### config.mk
export PLATFORM = sky130hd
export DESIGN_NAME = error_record_feature_reg
export DESIGN_NICKNAME = d
export VERILOG_FILES = /design/src/err_feat_pkg.sv /design/src/error_record_feature_reg.sv
export VERILOG_INCLUDE_DIRS = /design/src /design/src/src
export SDC_FILE = /design/constraint.sdc
export NUM_CORES = 1
export LEC_CHECK = 0
export BUFFER_PORTS_ARGS = -buffer_cell sky130_fd_sc_hd__buf_2
export CORE_UTILIZATION = 32
export DETAILED_ROUTE_END_ITERATION = 10
export GPL_TIMING_DRIVEN = 0
export PLACE_DENSITY_LB_ADDON = 0.1
export SYNTH_ARGS = -nofsm -noshare
export SYNTH_HDL_FRONTEND = slang
export SYNTH_SLANG_ARGS = --single-unit
### constraint.sdc
create_clock -name ref_clk -period 1 [get_ports ref_clk]
set_clock_uncertainty 0.2 [all_clocks]
set_input_delay 0.1 -clock ref_clk [delete_from_list [all_inputs] [get_ports ref_clk]]
set_output_delay 0.1 -clock ref_clk [all_outputs]
set_load 0.005 [all_outputs]
### src/err_feat_defs.svh
// Offsets, field positions and encodings of the record feature register.
// Assumes it is included by its bare name before the package and the module.
`ifndef ERR_FEAT_DEFS_SVH
`define ERR_FEAT_DEFS_SVH

// ----------------------------------------
// Address map
// ----------------------------------------
`define FR_BUS_ADDR_W      16
`define FR_MAX_RECORDS     256
`define FR_SEL_W           8
`define FR_REG_OFFSET      6'h00
`define FR_STRIDE_LSB      6
`define FR_DATA_W          64
`define FR_HALF_W          32

// ----------------------------------------
// Field positions
// ----------------------------------------
`define FR_LOG_LSB         0
`define FR_IMPLO_LSB       2
`define FR_UI_LSB          4
`define FR_FI_LSB          6
`define FR_UE_LSB          8
`define FR_CFI_LSB         10
`define FR_CEC_LSB         12
`define FR_RP_BIT          15
`define FR_DUI_LSB         16
`define FR_CEO_LSB         18
`define FR_INJ_LSB         20
`define FR_CI_LSB          22
`define FR_TS_LSB          24
`define FR_IMPHI_LSB       32

// ----------------------------------------
// Encodings
// ----------------------------------------
`define FR_CODE_NONE       2'h0
`define FR_CODE_ALWAYS     2'h1
`define FR_CODE_CTRL       2'h2
`define FR_CODE_SPLIT      2'h3
`define FR_TS_SYSTIMER     2'h1
`define FR_TS_IMPDEF       2'h2
`define FR_INJ_PRESENT     2'h1
`define FR_CEO_KEEP        2'h0
`define FR_CEO_OVERWRITE   2'h1
`define FR_CEC_NONE        3'h0
`define FR_CEC_8BIT        3'h2
`define FR_CEC_16BIT       3'h4
`define FR_ZERO64          64'h0000_0000_0000_0000

`endif

### src/err_feat_pkg.sv
// Types shared by the record feature register and its users.
// Assumes err_feat_defs.svh is on the include path.
`include "err_feat_defs.svh"

package err_feat_pkg;

	// Which system-register accessor reads the selected record
	typedef enum logic [1:0] {
		ACC_LOW_HALF,
		ACC_HIGH_HALF,
		ACC_FULL
	} feat_accessor_t;

	// Memory-mapped request
	typedef struct packed {
		logic                      rd;
		logic                      wr;
		logic [`FR_BUS_ADDR_W-1:0] addr;
	} mm_req_t;

	// System-register request
	typedef struct packed {
		logic                 rd;
		feat_accessor_t       acc;
		logic [`FR_SEL_W-1:0] record_index_pick;
	} sys_req_t;

	// Answer of either path
	typedef struct packed {
		logic                 valid;
		logic                 hit;
		logic [`FR_DATA_W-1:0] data;
	} feat_rsp_t;

	// Whole module state
	typedef struct packed {
		feat_rsp_t mm;
		feat_rsp_t sys;
	} feat_state_t;

endpackage : err_feat_pkg

### src/error_record_feature_reg.sv
// Read-only feature register of every error record of one node group.
// Assumes requests come from logic on ref_clk; record selector is same-domain.
//
// Contract
// 64-bit read-only register per record, stride 64
// System path returns low, high or full word
// Unimplemented record reads all zeros
// Non-first record: bits 63:2 read zero
// First record: impdef high word, 31:26 zero
// Timestamp field in bits 25:24
// Critical interrupt field in bits 23:22
// Fault injection field in bits 21:20
// Overwrite code 00 keeps first syndrome
// Overwrite code 01 overwrites unless overflowed
// Overwrite field zero without a counter
// Deferred interrupt field, zero without recovery interrupt
// Repeat counter bit, zero without counter
// Corrected counter size in bits 14:12
// Corrected fault interrupt, zero without fault interrupt
// In-band abort reporting in bits 9:8
// Fault interrupt field in bits 7:6
// Recovery interrupt field in bits 5:4
// First record: impdef constant in bits 3:2
// Logging control code in bits 1:0
// Fixed parameters, no reserved codes, writes ignored
`timescale 1ns/1ps
`default_nettype none
`include "err_feat_defs.svh"

module error_record_feature_reg
	import err_feat_pkg::*;
#(
	parameter int          NUM_RECORDS       = 4,
	// Bit n set marks record n as the first of its node
	parameter logic [`FR_MAX_RECORDS-1:0] FIRST_RECORD_MASK = 256'h1,
	parameter logic [31:0] IMPDEF_HIGH       = 32'h0000_0000,
	parameter logic [1:0]  IMPDEF_LOW        = 2'h0,
	parameter logic [1:0]  TIMESTAMP_SUPPORT = 2'h0,
	parameter logic [1:0]  CRITICAL_IRQ      = 2'h0,
	parameter logic [1:0]  FAULT_INSERT      = 2'h0,
	parameter logic [1:0]  OVERWRITE_POLICY  = 2'h0,
	parameter logic [1:0]  DEFERRED_IRQ      = 2'h0,
	parameter logic        REPEAT_COUNTER    = 1'b0,
	parameter logic [2:0]  COUNTER_SIZE      = 3'h0,
	parameter logic [1:0]  CORR_FAULT_IRQ    = 2'h0,
	parameter logic [1:0]  INBAND_ABORT      = 2'h0,
	parameter logic [1:0]  FAULT_IRQ         = 2'h0,
	parameter logic [1:0]  RECOVERY_IRQ      = 2'h0,
	parameter logic [1:0]  LOGGING_CONTROL   = 2'h1
) (
	input  wire logic                    ref_clk,
	input  wire logic                    rst_b,
	input  wire err_feat_pkg::mm_req_t   mm_req,
	output var  err_feat_pkg::feat_rsp_t mm_rsp,
	input  wire err_feat_pkg::sys_req_t  sys_req,
	output var  err_feat_pkg::feat_rsp_t sys_rsp
);
	import err_feat_pkg::*;

	// ----------------------------------------
	// Elaboration checks
	// ----------------------------------------
	// refuse reserved codes
	localparam bit BAD_COUNT = (NUM_RECORDS < 1) || (NUM_RECORDS > `FR_MAX_RECORDS);
	localparam bit BAD_TS    = (TIMESTAMP_SUPPORT == `FR_CODE_SPLIT);
	localparam bit BAD_CI    = (CRITICAL_IRQ == `FR_CODE_SPLIT);
	localparam bit BAD_INJ   = (FAULT_INSERT > `FR_INJ_PRESENT);
	localparam bit BAD_CEO   = (OVERWRITE_POLICY > `FR_CEO_OVERWRITE);
	localparam bit BAD_DUI   = (DEFERRED_IRQ == `FR_CODE_ALWAYS);
	localparam bit BAD_CFI   = (CORR_FAULT_IRQ == `FR_CODE_ALWAYS);
	localparam bit BAD_CEC   = (COUNTER_SIZE != `FR_CEC_NONE) &&
		(COUNTER_SIZE != `FR_CEC_8BIT) && (COUNTER_SIZE != `FR_CEC_16BIT);
	// Zero-code records would make the node look headless
	localparam bit BAD_LOG   = (LOGGING_CONTROL != `FR_CODE_ALWAYS) &&
		(LOGGING_CONTROL != `FR_CODE_CTRL);
	localparam bit BAD_HEAD  = !FIRST_RECORD_MASK[0];

	// policy needs a counter
	localparam bit BAD_CEO_DEP = (COUNTER_SIZE == `FR_CEC_NONE) &&
		(OVERWRITE_POLICY != `FR_CEO_KEEP);
	// deferred control needs recovery interrupt
	localparam bit BAD_DUI_DEP = (RECOVERY_IRQ == `FR_CODE_NONE) &&
		(DEFERRED_IRQ != `FR_CODE_NONE);
	// repeat counter needs a counter
	localparam bit BAD_RP_DEP  = (COUNTER_SIZE == `FR_CEC_NONE) && REPEAT_COUNTER;
	// corrected fault control needs fault interrupt
	localparam bit BAD_CFI_DEP = (FAULT_IRQ == `FR_CODE_NONE) &&
		(CORR_FAULT_IRQ != `FR_CODE_NONE);

	localparam bit BAD_ANY = BAD_COUNT | BAD_TS | BAD_CI | BAD_INJ | BAD_CEO |
		BAD_DUI | BAD_CFI | BAD_CEC | BAD_LOG | BAD_HEAD |
		BAD_CEO_DEP | BAD_DUI_DEP | BAD_RP_DEP | BAD_CFI_DEP;

	// One message per fault plus one summary, so an integrator sees which parameter is wrong
	generate
		if (BAD_COUNT) begin : g_bad_count
			$error("record count out of range");
		end
		if (BAD_TS) begin : g_bad_ts
			$error("timestamp code is reserved");
		end
		if (BAD_CI) begin : g_bad_ci
			$error("critical interrupt code is reserved");
		end
		if (BAD_INJ) begin : g_bad_inj
			$error("fault insertion code is reserved");
		end
		if (BAD_CEO) begin : g_bad_ceo
			$error("overwrite policy code is reserved");
		end
		if (BAD_DUI) begin : g_bad_dui
			$error("deferred interrupt code is reserved");
		end
		if (BAD_CFI) begin : g_bad_cfi
			$error("corrected fault interrupt code is reserved");
		end
		if (BAD_CEC) begin : g_bad_cec
			$error("counter size code is reserved");
		end
		if (BAD_LOG) begin : g_bad_log
			$error("logging control code must be always-on or controllable");
		end
		if (BAD_HEAD) begin : g_bad_head
			$error("record zero must be the first of its node");
		end
		if (BAD_CEO_DEP) begin : g_bad_ceo_dep
			$error("overwrite policy set without a counter");
		end
		if (BAD_DUI_DEP) begin : g_bad_dui_dep
			$error("deferred interrupt set without recovery interrupt");
		end
		if (BAD_RP_DEP) begin : g_bad_rp_dep
			$error("repeat counter set without a counter");
		end
		if (BAD_CFI_DEP) begin : g_bad_cfi_dep
			$error("corrected fault interrupt set without fault interrupt");
		end
		if (BAD_ANY) begin : g_bad_config
			$error("feature parameters use a reserved or inconsistent code");
		end
	endgenerate

	// ----------------------------------------
	// Field map of a first record
	// ----------------------------------------
	// 63:32 implementation word, free for the integrator
	// 31:26 always zero
	// 25:24 timestamp support code
	// 23:22 critical interrupt support code
	// 21:20 fault insertion support code
	// 19:18 corrected overwrite policy code
	// 17:16 deferred recovery interrupt control code
	// 15    repeat counter flag
	// 14:12 corrected counter size code
	// 11:10 corrected fault interrupt control code
	// 9:8   in-band abort report code
	// 7:6   fault interrupt support code
	// 5:4   recovery interrupt support code
	// 3:2   implementation constant
	// 1:0   logging control code, never zero here
	//
	// A non-first record reads all zero, which also makes its
	// logging code zero: software finds the head of a node by
	// scanning for a nonzero low pair.
	//
	// Dependent fields are masked here as well as refused at
	// elaboration, so a relaxed check can never leak a code that
	// claims a control the node lacks.
	//
	// Limitation: the word is the same for every first record;
	// nodes with differing features need separate instances.

	// ----------------------------------------
	// Fixed feature word of a first record
	// ----------------------------------------
	// Built once from parameters, so no register can drift or be written
	function automatic logic [`FR_DATA_W-1:0] head_word();
		logic [`FR_DATA_W-1:0] w;
		w = `FR_ZERO64;
		// impdef high word
		w[`FR_IMPHI_LSB +: 32] = IMPDEF_HIGH;
		// timestamp code
		w[`FR_TS_LSB +: 2] = TIMESTAMP_SUPPORT;
		// critical interrupt code
		w[`FR_CI_LSB +: 2] = CRITICAL_IRQ;
		// injection code
		w[`FR_INJ_LSB +: 2] = FAULT_INSERT;
		// keep-first policy code
		// overwrite policy code
		w[`FR_CEO_LSB +: 2] = OVERWRITE_POLICY;
		// zero without counter
		if (COUNTER_SIZE == `FR_CEC_NONE) begin
			w[`FR_CEO_LSB +: 2] = `FR_CEO_KEEP;
		end
		// deferred interrupt code
		if (RECOVERY_IRQ != `FR_CODE_NONE) begin
			w[`FR_DUI_LSB +: 2] = DEFERRED_IRQ;
		end
		// repeat counter bit
		w[`FR_RP_BIT] = REPEAT_COUNTER && (COUNTER_SIZE != `FR_CEC_NONE);
		// counter size code
		w[`FR_CEC_LSB +: 3] = COUNTER_SIZE;
		// corrected fault code
		if (FAULT_IRQ != `FR_CODE_NONE) begin
			w[`FR_CFI_LSB +: 2] = CORR_FAULT_IRQ;
		end
		// in-band abort code
		w[`FR_UE_LSB +: 2] = INBAND_ABORT;
		// fault interrupt code
		w[`FR_FI_LSB +: 2] = FAULT_IRQ;
		// recovery interrupt code
		w[`FR_UI_LSB +: 2] = RECOVERY_IRQ;
		// impdef low constant
		w[`FR_IMPLO_LSB +: 2] = IMPDEF_LOW;
		// logging control code
		w[`FR_LOG_LSB +: 2] = LOGGING_CONTROL;
		return w;
	endfunction

	localparam logic [`FR_DATA_W-1:0] HEAD_WORD = head_word();

	// ----------------------------------------
	// Per-record lookup
	// ----------------------------------------
	// Shared by both access paths
	function automatic logic [`FR_DATA_W-1:0] record_word(
		input logic [`FR_SEL_W-1:0] idx
	);
		logic [`FR_DATA_W-1:0] w;
		w = `FR_ZERO64;
		// unimplemented reads zero
		if (32'(idx) < NUM_RECORDS) begin
			if (FIRST_RECORD_MASK[idx]) begin
				w = HEAD_WORD;
			end else begin
				// non-first: all zero, bits 1:0 read 00
				// code 00 marks non-first
				w = `FR_ZERO64;
			end
		end
		return w;
	endfunction

	// decode record window offset
	function automatic logic addr_is_feature(
		input logic [`FR_BUS_ADDR_W-1:0] a
	);
		return a[`FR_STRIDE_LSB-1:0] == `FR_REG_OFFSET;
	endfunction

	function automatic logic [`FR_SEL_W-1:0] addr_record(
		input logic [`FR_BUS_ADDR_W-1:0] a
	);
		return a[`FR_STRIDE_LSB +: `FR_SEL_W];
	endfunction

	// ----------------------------------------
	// State
	// ----------------------------------------
	feat_state_t state_r;
	feat_state_t state_nxt;

	// Next state of both paths
	always_comb begin
		state_nxt = state_r;
		state_nxt.mm.valid  = 1'b0;
		state_nxt.sys.valid = 1'b0;

		// memory-mapped read
		if (mm_req.rd) begin
			state_nxt.mm.valid = 1'b1;
			state_nxt.mm.hit   = addr_is_feature(mm_req.addr);
			state_nxt.mm.data  = `FR_ZERO64;
			if (addr_is_feature(mm_req.addr)) begin
				state_nxt.mm.data = record_word(addr_record(mm_req.addr));
			end
		end else if (mm_req.wr) begin
			// writes acknowledged, no effect
			state_nxt.mm.valid = 1'b1;
			state_nxt.mm.hit   = addr_is_feature(mm_req.addr);
			state_nxt.mm.data  = `FR_ZERO64;
		end

		// accessor picks the half
		if (sys_req.rd) begin
			state_nxt.sys.valid = 1'b1;
			state_nxt.sys.hit   = 32'(sys_req.record_index_pick) < NUM_RECORDS;
			state_nxt.sys.data  = record_word(sys_req.record_index_pick);
			unique case (sys_req.acc)
				ACC_LOW_HALF: begin
					state_nxt.sys.data[`FR_DATA_W-1:`FR_HALF_W] = 32'h0000_0000;
				end
				ACC_HIGH_HALF: begin
					// High word returned in the low lanes
					// Full word already loaded; move its top into the low lanes
					state_nxt.sys.data[`FR_HALF_W-1:0] =
						state_nxt.sys.data[`FR_DATA_W-1:`FR_HALF_W];
					state_nxt.sys.data[`FR_DATA_W-1:`FR_HALF_W] = 32'h0000_0000;
				end
				ACC_FULL: begin
				end
				default: begin
					// Illegal accessor code answers zero
					state_nxt.sys.data = `FR_ZERO64;
					state_nxt.sys.hit  = 1'b0;
				end
			endcase
		end
	end

	// Register stage; data held between answers
	always_ff @(posedge ref_clk) begin
		if (!rst_b) begin
			state_r <= '0;
		end else begin
			state_r <= state_nxt;
		end
	end

	// ----------------------------------------
	// Outputs
	// ----------------------------------------
	assign mm_rsp  = state_r.mm;
	assign sys_rsp = state_r.sys;

endmodule : error_record_feature_reg

`default_nettype wire
Word level (Yosys, flattened, before mapping) --
Memory sizes are Yosys's and may differ from the RTL's. Index checks and enable logic that the tools add are counted.
Cells by class: equality and inequality tests 2, $lt $le $gt $ge 4, bitwise logic cells 0, multipliers 0, reductions and logical operators 5, shift-type cells 0, muxes and demuxes 13, add/sub/neg operators 0, divide/modulo/power cells 0
Operator list (number):
- 2-to-1 mux 66 bit | 3
- case mux 32 bit (2 select lines) | 1
- 2-to-1 mux 32 bit | 1
- < comparator 8 x 9 -> 1 bit (second input constant) | 2
- < comparator 8 x 3 -> 1 bit (second input constant) | 2
- 2-to-1 mux 1 bit | 8
- logical NOT 6 bit | 1
- OR reduction 3 bit | 1
- equality test 2 x 1 -> 1 bit (second input constant) | 1
- equality test 2 bit (second input constant) | 1
- logical NOT 2 bit | 1
- nonzero test 2 bit | 1
- OR reduction 2 bit | 1
Word-level totals: latch bits 0, memories kept 2, register bits after elaboration 132, ROM bits 512, bits in writable memories 0, logic and storage cells 32
Memory list:
- (no name shown) | depth 256, width 1, rd ports 1, clocked after Yosys merged registers in 0, write ports 0, RTL line error_record_feature_reg.sv:233 | if (FIRST_RECORD_MASK[idx]) begin
- (no name shown) | depth 256, width 1, rd ports 1, clocked after Yosys merged registers in 0, write ports 0, RTL line error_record_feature_reg.sv:233

Logic depth before layout (Yosys ltp) --
Gate-level depths: netlist of run 1.
word-level depth 6, gate-level depth with buffers 3, gate-level depth less buffers 3

Worst setup path after synthesis of run 1 --
No wires, ideal clock.
path type in2reg, from input sys_req[4] (netlist name), to register state_r, in the netlist sys_rsp[0], setup slack 152 ps, required time 731 ps, stages 3, arrival time 579 ps, buffers on the path 0, setup time 69 ps, cell sequence nor4_1 -> nand3_1 -> o21ai_1
On the way: cells in the longest elaborated chain, start to end 5, elaborated cells on any way between the ends 6, those cells by class order compare (1); mux (4); memory (1)
RTL lines:
- from (decl) | RTL line error_record_feature_reg.sv:55 | input wire err_feat_pkg::sys_req_t sys_req,
- memory (256 x 1 bit)
- 2-to-1 mux 1 bit (implied by the code) | RTL line error_record_feature_reg.sv:233
- 2-to-1 mux 1 bit | RTL line error_record_feature_reg.sv:233
- 2-to-1 mux 1 bit * | RTL line error_record_feature_reg.sv:232 | if (32'(idx) < NUM_RECORDS) begin
- case mux 32 bit (2 select lines) * | RTL line error_record_feature_reg.sv:289 | unique case (sys_req.acc)
- to (signal assigned) | RTL line error_record_feature_reg.sv:316 | state_r <= state_nxt;
- to (decl) | RTL line error_record_feature_reg.sv:260 | feat_state_t state_r;
Every way passes the cells marked *; elsewhere a longest branch is shown, timed or not. The select of a mux whose other input is x is not followed. A chain may end at the register's enable or synchronous reset.

Final worst setup path of run 1 --
from input sys_req[10] (netlist name), to register state_r, in the netlist sys_rsp[65]
On the way: cells in the longest elaborated chain, start to end 1
RTL lines:
- 2-to-1 mux 66 bit | RTL line error_record_feature_reg.sv:285 | if (sys_req.rd) begin
Every way passes these cells.

==> run metrics, run 1 <==
Max Root-Sink Buffers=2; PortBufs=33; nets@finish=354; WP data arrival=0.89 ns; largest net degree at the start of global routing=10; CP endpoint kind=register; setup TNS=0 ns; DRC=0; Worst Path Required=0.92 ns; RSZ-0062 raised after global routing=false; sw frac=27.0%; HP Class=input port to register; outcome=finished, violations left; CTS tree=built; global-route wire length before repair=3.17 mm; Num CTS Buffers=3; routed vias=1020; CP Launch Type=input port; Die Y=63.8 µm; reg-to-reg critical path startpoint=mm_rsp[64]; Die ar.=0.00407 mm²; kind of critical path=input port to register; max_cap viols=0; H-tree Lvls=1; Routed WL=2.29 mm; clk root buf=clkbuf_8; Layout area overhead=61.1%; Cell Int Power=867 µW; CP bufs+invs=2; sequential power share=20.8%; ranking of synthesized cells by area=buf_4 (77%), dfxtp_1 (9.8%), nand3b_1 (1.8%); number of DRC markers in iteration 0=15; failing checks=negative hold slack; largest area contributor in the netlist=buf_4; Peak VDD IR=0.000224 V; clock group share of total power=30.4%; final cell count without fillers=369; Slew Limit Fails=0; leakage power=0.00134 µW; register area share after synthesis=9.83%; Ys Warns=0; via/cell ratio=2.76; final worst setup slack=0.0282 ns; antenna viol nets, final=0; delay-heaviest family, CP=buffers and inverters; Gate power share=48.8%; pre-CTS WS=-0.0123 ns; TritonCTS Sinks=6; hold path startpoint=sys_req[0]; Seq cells post-synth=6; total gr overflow=0; chip width=63.8 µm; Starting Density=33.4%; antenna violations before repair=0; # IOs=163; CP max-delay cell=dlygate4sd3_1; CP Max Fanout=4; Hold WS=-0.0677 ns; GRT Overall Usage=10.2%; max frequency=1030 MHz; Clk Latency, worst-skew pair=0.22 ns; vias in the first global route=759; pwr/cell area=603 mW/mm²; final count of hold timing violations=5; antenna cells=0; register clock-pin slew on the reported worst setup and hold paths=0.04 ns; min Tclk post-route=0.972 ns; NetSw=321 µW; mean area per synthesized cell=7.69 µm²; Placer Congestion=0.706; max incr delay on CP=0.54 ns; final setup fails=0; drt pass-1 iters=4; dpl cells=365; synthesized cell area=0.00122 mm²; fin crit share=97.2%; cell chain of the critical path=buf_2 > dlygate4sd3_1 > and2_1; # rows=22; Fill cells=373; top cell type's share of synthesized area=77.4%; WL per Instance=6.20 µm; layout cells sized above 1=51.1%; CP Launch Point=sys_req[10]; Yosys cell types=16; Post-Syn Instances=159; core area=0.00366 mm²; post-layout util=53.8%
cell usage in the layout, fill, tap and decap left out:
| cell | Yosys | routed |
|---|---|---|
| nand4_1 | 1 | 1 |
| nor2_1 | 3 | 3 |
| and2_1 | 1 | 1 |
| clkbuf_8 | 0 | 3 |
| clkbuf_1 | 1 | 1 |
| nand2_1 | 5 | 5 |
| buf_2 | 0 | 33 |
| a21boi_1 | 1 | 1 |
| nor2b_1 | 1 | 1 |
| o21ai_1 | 3 | 3 |
| buf_4 | 126 | 126 |
| dfxtp_1 | 6 | 5 |
| dfxtp_2 | 0 | 1 |
| nand3_1 | 2 | 2 |
| nor4_1 | 3 | 3 |
| conb_1 | 1 | 126 |
| nor3_1 | 1 | 1 |
| nor4_4 | 1 | 1 |
| nand3b_1 | 3 | 3 |
| dlygate4sd3_1 | 0 | 1 |
cells by family after synthesis:
kind of cell | count (synthesis) | share of synthesized area (%)
compound gates | 4 | 1.84
buf+inv | 127 | 77.7
flops | 6 | 9.83
other cells | 1 | 0.307
simple gates | 21 | 10.3
registers in the layout, summed over array words and instances (netlist names):
| register | cells |
|---|---|
| mm_rsp | 3 |
| sys_rsp | 3 |
cell usage after synthesis:
cell	count
a21boi_1	1
and2_1	1
buf_4	126
clkbuf_1	1
conb_1	1
dfxtp_1	6
nand2_1	5
nand3_1	2
nand3b_1	3
nand4_1	1
nor2_1	3
nor2b_1	1
nor3_1	1
nor4_1	3
nor4_4	1
o21ai_1	3
worst paths after layout:
kind,to,slack (ns),cells past startpoint
max,sys_rsp[65],0.03,3
min,sys_rsp[0],-0.07,4
max reg2reg,mm_rsp[64],0.24,2
min reg2reg,mm_rsp[0],0.25,2
per-layer routing:
layer | vias up | track usage, % | routed length (µm)
met5 | - | 0 | 0
met4 | 0 | 4.26 | 32
met3 | 4 | 5.89 | 434
met2 | 91 | 19.8 | 1220
met1 | 357 | 7.96 | 598
li1 | 568 | - | -
power groups by stage:
stage | clock network (µW) | logic (µW) | registers (µW)
after floorplan | 0 | 482 | 252
after global placement | 0 | 549 | 250
after detailed placement | 0 | 550 | 251
after CTS | 375 | 550 | 247
after global routing | 387 | 643 | 247
final | 361 | 580 | 247
tightest hold or removal path: cells and delay by family:
kind | cells | cell delay [ns]
AND/OR/NAND/NOR | 2 | 0.08
buffers and inverters | 1 | 0.07
AO/OA/AOI/OAI | 1 | 0.05
what timing repair did:
action                                  CTS  global route
setup buffers                             0             0
gates resized for setup                   0             1
endpoints found under the setup margin    0             1
endpoints found under the hold margin     6             5
final cells by class:
class / count / area (µm²) / area share (%)
plain buffers: 127 / 950 / 48.2
multi-input cells: 151 / 622 / 31.6
repair buffers: 34 / 175 / 8.89
flip-flops and latches: 6 / 121 / 6.16
well taps: 48 / 60.1 / 3.05
clock buffers: 3 / 41.3 / 2.10
through the flow:
step / power (µW) / instance area, µm²
4_1_cts: 1170 / 1960
3_3_place_gp: 799 / 1920
2_1_floorplan: 733 / 1690
6_report: 1190 / 1970
3_5_place_dp: 801 / 1920
5_1_grt: 1280 / 1970
Power figures use the tool's default switching activity.
==> run 2: changes to the inputs <==
MAX_ROUTING_LAYER = met4   (was not set)
PLACE_DENSITY = 0.84   (was not set)
PLACE_DENSITY_LB_ADDON = not set   (was 0.1)
==> run 2 against run 1 <==
Effect of this change: the run still ends with negative hold slack left; worst hold slack improved by 0.0070 ns; critical path depth fell by 2; die area did not move; highest routed layer unchanged.
==> run metrics, run 2 (synthesized netlist as in run 1, its figures left out) <==
outcome=finished, violations left (unchanged); failing checks=negative hold slack (unchanged); nets@finish=353 (was 354); reg-to-reg critical path startpoint=sys_rsp[0] (was mm_rsp[64]); pre-CTS WS=-0.0560 ns (was -0.0123 ns); DRC=0 (unchanged); CP bufs+invs=1 (was 2); antenna cells=0 (unchanged); Starting Density=33.4% (unchanged); H-tree Lvls=1 (unchanged); vias in the first global route=833 (was 759); final count of hold timing violations=6 (was 5); setup TNS=0 ns (unchanged); GRT Overall Usage=10.6% (was 10.2%); kind of critical path=register to output port (was input port to register); global-route wire length before repair=3.28 mm (was 3.17 mm); layout cells sized above 1=51.2% (was 51.1%); leakage power=0.00134 µW (about the same); register clock-pin slew on the reported worst setup and hold paths=0.04 ns (about the same); Routed WL=2.35 mm (was 2.29 mm); Worst Path Required=0.70 ns (was 0.92 ns); PortBufs=33 (unchanged); HP Class=input port to register (unchanged); total gr overflow=0 (unchanged); core area=0.00366 mm² (unchanged); Die ar.=0.00407 mm² (unchanged); CP Launch Type=register (was input port); placed wire-length estimate=2.22 mm; CP Max Fanout=2 (was 4); min Tclk post-route=0.955 ns (was 0.972 ns); via/cell ratio=2.88 (was 2.76); sequential power share=20.8% (about the same); most frequent cells in the layout=buf_4 (126), conb_1 (126), buf_2 (33) (unchanged); NetSw=324 µW (was 321 µW); routed vias=1059 (was 1020); WP data arrival=0.66 ns (was 0.89 ns); max incr delay on CP=0.31 ns (was 0.54 ns); Slew Limit Fails=0 (unchanged); pwr/cell area=607 mW/mm² (was 603 mW/mm²); fin crit share=95.5% (was 97.2%); Max Root-Sink Buffers=2 (unchanged); chip width=63.8 µm (unchanged); drt pass-1 iters=4 (unchanged); sw frac=27.3% (was 27.0%); max frequency=1050 MHz (was 1030 MHz); clk root buf=clkbuf_8 (unchanged); final worst setup slack=0.0449 ns (was 0.0282 ns); final setup fails=0 (unchanged); RSZ-0062 raised after global routing=false (unchanged); Gate power share=48.8% (about the same); Hold WS=-0.0608 ns (was -0.0677 ns); hold path startpoint=sys_req[0] (unchanged); antenna viol nets, final=0 (unchanged); # IOs=163 (unchanged); Placer Congestion=0.700 (was 0.706); Peak VDD IR=0.000238 V (was 0.000224 V); largest net degree at the start of global routing=10 (unchanged); CTS tree=built (unchanged); Clk Latency, worst-skew pair=0.22 ns (about the same); Num CTS Buffers=3 (unchanged); Die Y=63.8 µm (unchanged); Cell Int Power=865 µW (was 867 µW); CP Launch Point=sys_rsp[0] (was sys_req[10]); delay-heaviest family, CP=flip-flops (was buffers and inverters); Layout area overhead=60.3% (was 61.1%); antenna violations before repair=0 (unchanged); max_cap viols=0 (unchanged); number of DRC markers in iteration 0=9 (was 15); cell chain of the critical path=buf_2 (was buf_2 > dlygate4sd3_1 > and2_1); CP endpoint kind=output port (was register); TritonCTS Sinks=6 (unchanged); CP max-delay cell=dfxtp_2 (was dlygate4sd3_1); # rows=22 (unchanged); WL per Instance=6.39 µm (was 6.20 µm); clock group share of total power=30.4% (about the same)
-- run 2: cell types whose count changed in the layout (fill, tap and decap cells not counted) --
cell / change
dlygate4sd3_1: -1
-- run 2: path summary, 6_finish.rpt --
path | depth (start not counted) | to | slack (ns)
hold / removal | 4 | sys_rsp[0] | -0.06
setup / recovery | 1 | sys_rsp[0] | 0.04
setup reg to reg | 2 | sys_rsp[0] | 0.24
hold reg to reg | 2 | mm_rsp[64] | 0.25
-- run 2: power by group through the flow --
stage                     Combinational [µW]  Sequential [µW]  Clock, µW
after global routing                     641              247        389
after floorplan                          482              252          0
after detailed placement                 552              251          0
after CTS                                553              247        371
final                                    581              247        361
after global placement                   551              251          0
-- run 2: worst reg2reg max path: stages, from the launching register on --
cell and delay, ns:
dfxtp_2 0.31, nand3b_1 0.07, o21ai_1 0.07
-- run 2: through the flow --
step	power, µW	util, %	cell area [µm²]	instances
2_1_floorplan	733	-	1690	284
3_3_place_gp	801	52.4	1920	365
3_5_place_dp	802	52.4	1920	365
4_1_cts	1170	53.5	1960	368
5_1_grt	1280	53.5	1960	368
6_report	1190	53.5	1960	368
-- run 2: layer usage --
metal | part of all wire, % | global-route usage, %
met5 | 0 | -
met4 | 0.34 | 4.26
met3 | 15 | 3.04
met2 | 60 | 23.1
met1 | 25 | 7.41
-- run 2: repair_timing --
action,in CTS,in global routing
setup buffers,0,0
endpoints found under the setup margin,0,1
resized for setup,0,1
endpoints found under the hold margin,6,5
-- run 2: layout make-up --
cell class | count | area, µm²
repair buffers | 33 | 165
flip-flops and latches | 6 | 121
clock buffers | 3 | 41.3
well taps | 48 | 60.1
multi-input cells | 151 | 622
fillers | 344 | 1700
plain buffers | 127 | 950
